`src/hdl/ptrs_defs.svh`:
```
`ifndef PTRS_DEFS_SVH
`define PTRS_DEFS_SVH

// ----------------------------------------
// sub function codes
// ----------------------------------------
`define PTRS_SUB_SINGLE     4'h0
`define PTRS_SUB_CONT       4'h1
`define PTRS_SUB_VARY       4'h3
`define PTRS_SUB_RPT_START  4'h8
`define PTRS_SUB_RPT_FIRST  4'h9
`define PTRS_SUB_VRPT_A     4'hA
`define PTRS_SUB_VRPT_B     4'hB

// ----------------------------------------
// command method and table
// ----------------------------------------
`define PTRS_INCR_DIGIT     4'h1
`define PTRS_FIRST_ENTRY    1
`define PTRS_TABLE_DEPTH    16

// ----------------------------------------
// timing
// ----------------------------------------
`define PTRS_CLK_PERIOD_NS  50
`define PTRS_DWELL_UNIT_NS  1000000
`define PTRS_MS_CYCLES      (`PTRS_DWELL_UNIT_NS / `PTRS_CLK_PERIOD_NS)

`endif

```
`src/hdl/ptrs_pkg.sv`:
```
package ptrs_pkg;

  typedef struct packed {
    logic signed [31:0] pos;
    logic [15:0]        speed;
    logic [15:0]        accel;
    logic [15:0]        decel;
    logic [15:0]        dwell;
    logic [3:0]         subfn;
  } ptrs_entry_t;

  typedef struct packed {
    logic signed [31:0] pos;
    logic [15:0]        speed;
    logic [15:0]        accel;
    logic [15:0]        decel;
    logic               incr;
    logic               fwd;
    logic               blend;
  } ptrs_move_t;

  typedef enum logic [1:0] {
    PTRS_IDLE  = 2'b00,
    PTRS_ISSUE = 2'b01,
    PTRS_RUN   = 2'b10,
    PTRS_DWELL = 2'b11
  } ptrs_state_t;

endpackage

```
`src/hdl/ptrs_dwell_timer.sv`:
```
`timescale 1ns/10ps
module ptrs_dwell_timer #(
  parameter int MS_CYCLES = 20000,
  parameter int MSW       = 16
) (
  input  wire logic           i_core_clk,
  input  wire logic           i_nrst,
  input  wire logic           i_go,
  input  wire logic [MSW-1:0] i_ms,
  output logic                o_done
);

  localparam int CW = $clog2(MS_CYCLES + 1);

  logic [CW-1:0]  sub_q;
  logic [CW-1:0]  sub_d;
  logic [MSW-1:0] ms_q;
  logic [MSW-1:0] ms_d;
  logic           busy_q;
  logic           busy_d;
  logic           done_q;
  logic           done_d;

  always_comb begin
    sub_d  = sub_q;
    ms_d   = ms_q;
    busy_d = busy_q;
    done_d = 1'b0;
    if (i_go) begin
      sub_d  = '0;
      ms_d   = i_ms;
      busy_d = 1'b1;
    end else if (busy_q) begin
      if (ms_q == '0) begin
        busy_d = 1'b0;
        done_d = 1'b1;
      end else if (sub_q == CW'(MS_CYCLES - 1)) begin
        sub_d = '0;
        ms_d  = ms_q - MSW'(1);
      end else begin
        sub_d = sub_q + CW'(1);
      end
    end
  end

  always_ff @(posedge i_core_clk or negedge i_nrst) begin
    if (!i_nrst) begin
      sub_q  <= '0;
      ms_q   <= '0;
      busy_q <= 1'b0;
      done_q <= 1'b0;
    end else begin
      sub_q  <= sub_d;
      ms_q   <= ms_d;
      busy_q <= busy_d;
      done_q <= done_d;
    end
  end

  assign o_done = done_q;

endmodule

```
`src/hdl/ptrs_sequencer.sv`:
```
// Function
// method digit one means incremental data
// incremental code 8 restarts at start entry
// incremental code 9 restarts at entry one
// absolute varying chain code 8 restarts forward
// incremental code 10 blends into entry one
// varying-speed entries chain without stopping
// code 8 repeat returns to the start entry rather than to entry one; the start entry may be entry one
// host ends plain chains with code zero
// restart waits for completion and dwell
`timescale 1ns/10ps
`include "ptrs_defs.svh"
module ptrs_sequencer import ptrs_pkg::*; #(
  parameter int DEPTH     = `PTRS_TABLE_DEPTH,
  parameter int IW        = $clog2(DEPTH),
  parameter int MS_CYCLES = `PTRS_MS_CYCLES
) (
  input  wire logic          i_core_clk,
  input  wire logic          i_nrst,
  input  wire logic          i_tbl_we,
  input  wire logic [IW-1:0] i_tbl_idx,
  input  wire ptrs_entry_t   i_tbl_data,
  input  wire logic [3:0]    i_command_method_select,
  input  wire logic          i_fwd_start,
  input  wire logic          i_rev_start,
  input  wire logic          i_stop,
  input  wire logic [IW-1:0] i_start_idx,
  input  wire logic          i_motion_done,
  output ptrs_move_t         o_move,
  output logic               o_move_valid,
  output logic               o_busy,
  output logic [IW-1:0]      o_cur_idx,
  output logic               o_travel_done
);

  // ----------------------------------------
  // pin synchronisers
  // ----------------------------------------
  // the table number is multi-bit; the host holds it steady around the start edge
  logic [2:0]    pin_s1_q;
  logic [2:0]    pin_s2_q;
  logic [1:0]    pin_s3_q;
  logic [IW-1:0] idx_s1_q;
  logic [IW-1:0] idx_s2_q;

  always_ff @(posedge i_core_clk or negedge i_nrst) begin
    if (!i_nrst) begin
      pin_s1_q <= 3'h0;
      pin_s2_q <= 3'h0;
      pin_s3_q <= 2'h0;
      idx_s1_q <= '0;
      idx_s2_q <= '0;
    end else begin
      pin_s1_q <= {i_stop, i_rev_start, i_fwd_start};
      pin_s2_q <= pin_s1_q;
      pin_s3_q <= pin_s2_q[1:0];
      idx_s1_q <= i_start_idx;
      idx_s2_q <= idx_s1_q;
    end
  end

  logic fwd_edge;
  logic rev_edge;
  logic stop_lvl;
  assign fwd_edge = pin_s2_q[0] & ~pin_s3_q[0];
  assign rev_edge = pin_s2_q[1] & ~pin_s3_q[1];
  assign stop_lvl = pin_s2_q[2];

  // ----------------------------------------
  // point table storage
  // ----------------------------------------
  ptrs_entry_t tbl_mem [DEPTH];

  always_ff @(posedge i_core_clk) begin
    if (i_tbl_we) begin
      tbl_mem[i_tbl_idx] <= i_tbl_data;
    end
  end

  // ----------------------------------------
  // sequencer
  // ----------------------------------------
  ptrs_state_t   state_q;
  ptrs_state_t   state_d;
  logic [IW-1:0] cur_q;
  logic [IW-1:0] cur_d;
  logic [IW-1:0] start_q;
  logic [IW-1:0] start_d;
  logic          fwd_q;
  logic          fwd_d;
  ptrs_move_t    move_q;
  ptrs_move_t    move_d;
  logic          valid_q;
  logic          valid_d;
  logic          done_q;
  logic          done_d;
  logic          dwell_go;
  logic          dwell_done;

  ptrs_entry_t   ent;
  logic          incr;
  logic          blend;
  logic          nxt_end;
  logic          nxt_fwd;
  logic [IW-1:0] nxt_idx;
  logic [IW-1:0] inc_idx;

  assign ent     = tbl_mem[cur_q];
  assign incr    = (i_command_method_select == `PTRS_INCR_DIGIT);
  assign inc_idx = cur_q + IW'(1);
  // code 3 entries, and code 10 entries under incremental data, hand over without a stop or dwell
  assign blend   = (ent.subfn == `PTRS_SUB_VARY) ||
                   (incr && (ent.subfn == `PTRS_SUB_VRPT_A));

  // choice of the entry that follows the current one
  always_comb begin
    nxt_end = 1'b0;
    nxt_fwd = fwd_q;
    nxt_idx = inc_idx;
    case (ent.subfn)
      `PTRS_SUB_CONT, `PTRS_SUB_VARY: begin
        nxt_end = (inc_idx == '0);
      end
      `PTRS_SUB_RPT_START: begin
        nxt_idx = start_q;
        if (!incr) begin
          nxt_fwd = 1'b1;
        end
      end
      `PTRS_SUB_RPT_FIRST: begin
        nxt_idx = IW'(`PTRS_FIRST_ENTRY);
      end
      `PTRS_SUB_VRPT_A: begin
        nxt_idx = incr ? IW'(`PTRS_FIRST_ENTRY) : start_q;
      end
      `PTRS_SUB_VRPT_B: begin
        nxt_idx = IW'(`PTRS_FIRST_ENTRY);
      end
      default: begin
        nxt_end = 1'b1;  // code zero and unknown codes end the run
      end
    endcase
  end

  always_comb begin
    state_d  = state_q;
    cur_d    = cur_q;
    start_d  = start_q;
    fwd_d    = fwd_q;
    move_d   = move_q;
    valid_d  = 1'b0;
    done_d   = done_q;
    dwell_go = 1'b0;
    case (state_q)
      PTRS_IDLE: begin
        // entry zero is not a point table, so a start naming it is ignored
        if ((fwd_edge || rev_edge) && !stop_lvl && (idx_s2_q != '0)) begin
          cur_d   = idx_s2_q;
          start_d = idx_s2_q;
          fwd_d   = fwd_edge;
          done_d  = 1'b0;
          state_d = PTRS_ISSUE;
        end
      end
      PTRS_ISSUE: begin
        move_d.pos   = ent.pos;
        move_d.speed = ent.speed;
        move_d.accel = ent.accel;
        move_d.decel = ent.decel;
        move_d.incr  = incr;
        move_d.fwd   = fwd_q;
        move_d.blend = blend;
        valid_d      = 1'b1;
        state_d      = PTRS_RUN;
      end
      PTRS_RUN: begin
        if (i_motion_done) begin
          if (blend && !nxt_end) begin
            cur_d   = nxt_idx;
            fwd_d   = nxt_fwd;
            state_d = PTRS_ISSUE;
          end else begin
            dwell_go = 1'b1;
            state_d  = PTRS_DWELL;
          end
        end
      end
      PTRS_DWELL: begin
        if (dwell_done) begin
          if (nxt_end) begin
            done_d  = 1'b1;
            state_d = PTRS_IDLE;
          end else begin
            cur_d   = nxt_idx;
            fwd_d   = nxt_fwd;
            state_d = PTRS_ISSUE;
          end
        end
      end
      default: begin
        state_d = PTRS_IDLE;
      end
    endcase
    // a stop request abandons the pattern; the motion side decelerates on its own
    // entry and command hold their last values, so no move changes without a valid pulse
    if (stop_lvl && (state_q != PTRS_IDLE)) begin
      state_d  = PTRS_IDLE;
      cur_d    = cur_q;
      move_d   = move_q;
      valid_d  = 1'b0;
      done_d   = 1'b1;
      dwell_go = 1'b0;
    end
  end

  always_ff @(posedge i_core_clk or negedge i_nrst) begin
    if (!i_nrst) begin
      state_q <= PTRS_IDLE;
      cur_q   <= '0;
      start_q <= '0;
      fwd_q   <= 1'b1;
      move_q  <= '0;
      valid_q <= 1'b0;
      done_q  <= 1'b1;
    end else begin
      state_q <= state_d;
      cur_q   <= cur_d;
      start_q <= start_d;
      fwd_q   <= fwd_d;
      move_q  <= move_d;
      valid_q <= valid_d;
      done_q  <= done_d;
    end
  end

  ptrs_dwell_timer #(
    .MS_CYCLES (MS_CYCLES),
    .MSW       (16)
  ) u_dwell (
    .i_core_clk (i_core_clk),
    .i_nrst     (i_nrst),
    .i_go       (dwell_go),
    .i_ms       (ent.dwell),
    .o_done     (dwell_done)
  );

  assign o_move        = move_q;
  assign o_move_valid  = valid_q;
  assign o_busy        = (state_q != PTRS_IDLE);
  assign o_cur_idx     = cur_q;
  assign o_travel_done = done_q;

endmodule

```
`config.mk`:
```
export PLATFORM = sky130hd
export DESIGN_NAME = ptrs_sequencer
export DESIGN_NICKNAME = d
export VERILOG_FILES = /design/src/hdl/ptrs_pkg.sv /design/src/hdl/ptrs_dwell_timer.sv /design/src/hdl/ptrs_sequencer.sv
export VERILOG_INCLUDE_DIRS = /design/src /design/src/hdl
export SDC_FILE = /design/constraint.sdc
export NUM_CORES = 2
export LEC_CHECK = 0
export BUFFER_PORTS_ARGS = -buffer_cell sky130_fd_sc_hd__buf_4
export CAP_MARGIN = 30
export CORE_MARGIN = 8
export CORE_UTILIZATION = 40
export DETAILED_ROUTE_END_ITERATION = 8
export PLACE_DENSITY = 0.58
export SYNTH_ARGS = -nofsm -noshare
export SYNTH_HDL_FRONTEND = slang
export SYNTH_SLANG_ARGS = --single-unit
```
`constraint.sdc`:
```
create_clock -name i_core_clk -period 3.7 [get_ports i_core_clk]
set_clock_uncertainty 0.05 [all_clocks]
set_input_delay 0.925 -clock i_core_clk [delete_from_list [all_inputs] [get_ports i_core_clk]]
set_output_delay 0.925 -clock i_core_clk [all_outputs]
set_load 0.1 [all_outputs]
```
==> flow_summary.toml <==
[route]
viasPerCell = 5.49
wl_per_cell_um = 28.7
firstDrtPassIters = 7
num_vias = 29700
drc = 0
dr.first_iter.drc_count = 3027
ant_nets = 0
drt-total-wl_um = 155000

[worst_setup_path]
critPathMaxFanout = 19
cpPeakStageDelay_ns = 0.68
crit_path_start_kind = "flop"
critPathTopFamily = "multiplexers"
worstPathArrival_ns = 3.79
crit_top_cell = "mux4_2"
worst_setup_path_end_kind = "flop"
crit_slowest_cell = "dfrtp_4"
crit_type = "flop to flop"
worstPathRequired_ns = 4.31
crit_buf_inv = 1
crit_chain = "mux4_2, mux4_2, and2b_1, o21ai_4, nand4b_4, buf_4, mux2_2"

[timing]
max_freq_mhz = 315
fin_crit_sh_pct = 85.9
tightest_slew_ns = 0.951
setup_viol = 0
grt_setup_unrepaired = "false"
tns_ns = 0
hold_viol = 0
fin_crit_ns = 3.18
setup_ws_ns = 0.521
relSlewSlack_pct = 36.6
slew_viol_final = 0

[clocking]
htreeDepth = 4
postCtsSetupBuffers = 0
clock-sinks = 1745
cts_buffer_depth = 3
cts_inserted_buffers = 174
cts_tree = "yes"
insertion_delay_ns = 0.79
cts_resized = 0
cts_hold_buf = 0
cts_root_buf = "clkbuf_16"
clk_pin_slew_ns = 0.06

[power_and_ir_drop]
ir_drop_mv = 0.686
p_per_area_nw_per_um2 = 747
cellLeakagePower_nw = 24.9

[synthesis]
async_reset_ff_share_pct = 8.31
ys_seq_area_share_pct = 78.1
syn_nets = 2840
ys_ff_latch = 1745
yosys.area.top_type = "edfxtp_1"
avgSynthCellArea_sq_um = 24.3
synth.cell_area_sq_um = 66200
syn_inst = 2718
synth_area_leaders = "edfxtp_1 (73%), mux4_2 (17%), dfrtp_1 (5.4%)"
ys_warn_count = 0
synth.distinct_cells = 59
synth_edf_count = 1600
synthFlopType = "edfxtp_1"
synth_top_area_share_pct = 72.6

[floorplan]
rows = 149
die_h_um = 423
fp.dieW_um = 423
core_area_sq_um = 165000
start_util_pct = 40.2
num_io_pins = 209
fp.dieArea_sq_um = 179000

[global_routing]
antenna_found_initial = 22
track_usage_pct = 17.1
grt_max_degree = 109
grt_overflow = 0
grt_pass1_vias = 31800
grt_pass1_wl_um = 225000

[placed_design]
portBuffers = 208
post-place-ws_ns = 0.503
place_hpwl_um = 81300
gp_congestion = 0.731
placed_cells = 5076
dpl_cell_area_sq_um = 71500

[layout]
post-route-cell-area_sq_um = 77200
syn2layout_area_growth_pct = 16.7
layout.cells.non_filler = 5409
final_layout_size_suffix_gt1_share_pct = 37.0
nNetsFinal = 3185

[min_path]
min_path_type = "input port to asynchronous set/reset pin"

[run]
cap_violations = 0

[run_status]
status = "completed"
-- stage by stage --
| step | power (mW) | util [%] | hold WS (ns) |
|---|---|---|---|
| 2_1_floorplan | 36.6 | - | 0.281 |
| 3_3_place_gp | 40.6 | 43.4 | 0.302 |
| 3_5_place_dp | 40.9 | 43.4 | 0.285 |
| 4_1_cts | 58.5 | 46.9 | 0.0647 |
| 5_1_grt | 59.9 | 46.9 | 0.106 |
| 6_report | 57.7 | 46.9 | 0.0906 |
-- kinds of logic after synthesis --
logic type | after synthesis | synth area share, %
AOI/OAI and AO/OA | 60 | 0.605
xor gates and xnor gates | 17 | 0.225
adders and majority gates | 3 | 0.0567
buffers and inverters | 147 | 0.945
DFF | 1745 | 78.1
muxes | 610 | 18.9
and+or+nand+nor | 136 | 1.14
-- area by class of cell --
| cell class | instances | area [sq um] |
|---|---|---|
| antenna | 11 | 27.5 |
| clock buffer | 231 | 4830 |
| clock inverter | 91 | 898 |
| fill | 13200 | 87400 |
| inverter | 16 | 67.6 |
| multi-input combinational | 826 | 14000 |
| sequential | 1745 | 51700 |
| tap | 2189 | 2740 |
| timing repair buffer | 300 | 2960 |
-- layer usage --
layer | GRT usage [%] | vias to the layer above | wire (um)
met5 | 0 | - | 36
met4 | 3.80 | 6 | 2750
met3 | 3.41 | 233 | 8210
met2 | 29.6 | 842 | 80700
met1 | 22.5 | 16200 | 63500
li1 | - | 12400 | -
-- cell usage in the layout (no fill, tap or decap), types with 7 or more instances in the layout --
| cell type | netlist | routed |
|---|---|---|
| clkbuf_1 | 72 | 41 |
| nor2_1 | 31 | 19 |
| nand3_1 | 13 | 12 |
| nand2_1 | 23 | 23 |
| clkbuf_16 | 0 | 183 |
| mux2i_1 | 7 | 7 |
| mux2_2 | 95 | 95 |
| nor3_1 | 12 | 7 |
| xnor2_1 | 8 | 8 |
| o21ai_0 | 19 | 19 |
| edfxtp_1 | 1600 | 1600 |
| clkbuf_8 | 0 | 8 |
| clkinv_2 | 0 | 35 |
| and3_1 | 7 | 7 |
| diode_2 | 0 | 11 |
| bufinv_16 | 0 | 17 |
| a21oi_1 | 21 | 21 |
| buf_12 | 0 | 56 |
| xor2_1 | 9 | 9 |
| mux2_4 | 9 | 9 |
| nor2_4 | 0 | 12 |
| mux4_2 | 495 | 495 |
| clkinv_1 | 1 | 30 |
| inv_1 | 14 | 13 |
| dfrtp_1 | 143 | 140 |
| buf_4 | 2 | 243 |
-- flip-flops by register name, indices dropped and copies added, names as in the netlist, 2 cells and up --
name           count
idx_s1_q           4
idx_s2_q           4
o_cur_idx          4
o_move            83
pin_s1_q           3
pin_s2_q           3
pin_s3_q           2
start_q            4
state_q            2
tbl_mem         1600
u_dwell.ms_q      16
u_dwell.sub_q     15
-- path summary, 6_finish.rpt --
path,start,end,slack [ns],depth (start not counted)
max,o_cur_idx[0]$_DFFE_PN0P_,u_dwell.ms_q[4]$_DFFE_PN0P_,0.52,7
min,i_nrst,o_move[56]$_DFFE_PN0P_,0.09,1
max reg2reg,o_cur_idx[0]$_DFFE_PN0P_,u_dwell.ms_q[4]$_DFFE_PN0P_,0.52,7
min reg2reg,pin_s2_q[0]$_DFF_PN0_,pin_s3_q[0]$_DFF_PN0_,0.32,0
max in group asynchronous,i_nrst,o_move[25]$_DFFE_PN0P_,2.62,2
min in group i_core_clk,i_rev_start,pin_s1_q[1]$_DFF_PN0_,0.20,1
-- report_power, final --
| part | internal (mW) | leakage (nW) | switching (mW) |
|---|---|---|---|
| logic | 7.22 | 5.83 | 9.44 |
| clock network | 10.4 | 2.82 | 7.23 |
| registers | 22.6 | 16.2 | 0.822 |
| total | 40.2 | 24.9 | 17.5 |
-- synthesized netlist by cell type, types with 2 or more instances --
library cell     n
a31oi_1          3
buf_6            2
o21ai_0         19
nand2_1         23
buf_4            2
or3_1            6
mux2_4           9
o221ai_1         4
buf_2           41
mux2_2          95
xor2_1           9
and2_1           2
xnor2_1          8
or4_1            4
nand2b_1         5
dfrtp_1        143
nand3b_1         2
nor2_1          31
mux4_2         495
and3_1           7
nand3_1         13
and4b_1          2
edfxtp_1      1600
inv_1           14
dfstp_2          2
nor4b_1          3
nor3_1          12
buf_1           14
nor4bb_1         2
nor4_1           6
mux2i_1          7
ha_1             3
a211oi_4         2
nor2b_1          2
nor3b_1          6
nand4_1          4
a21oi_1         21
mux4_1           3
clkbuf_1        72
No activity file was read; power rests on OpenSTA's default activity.
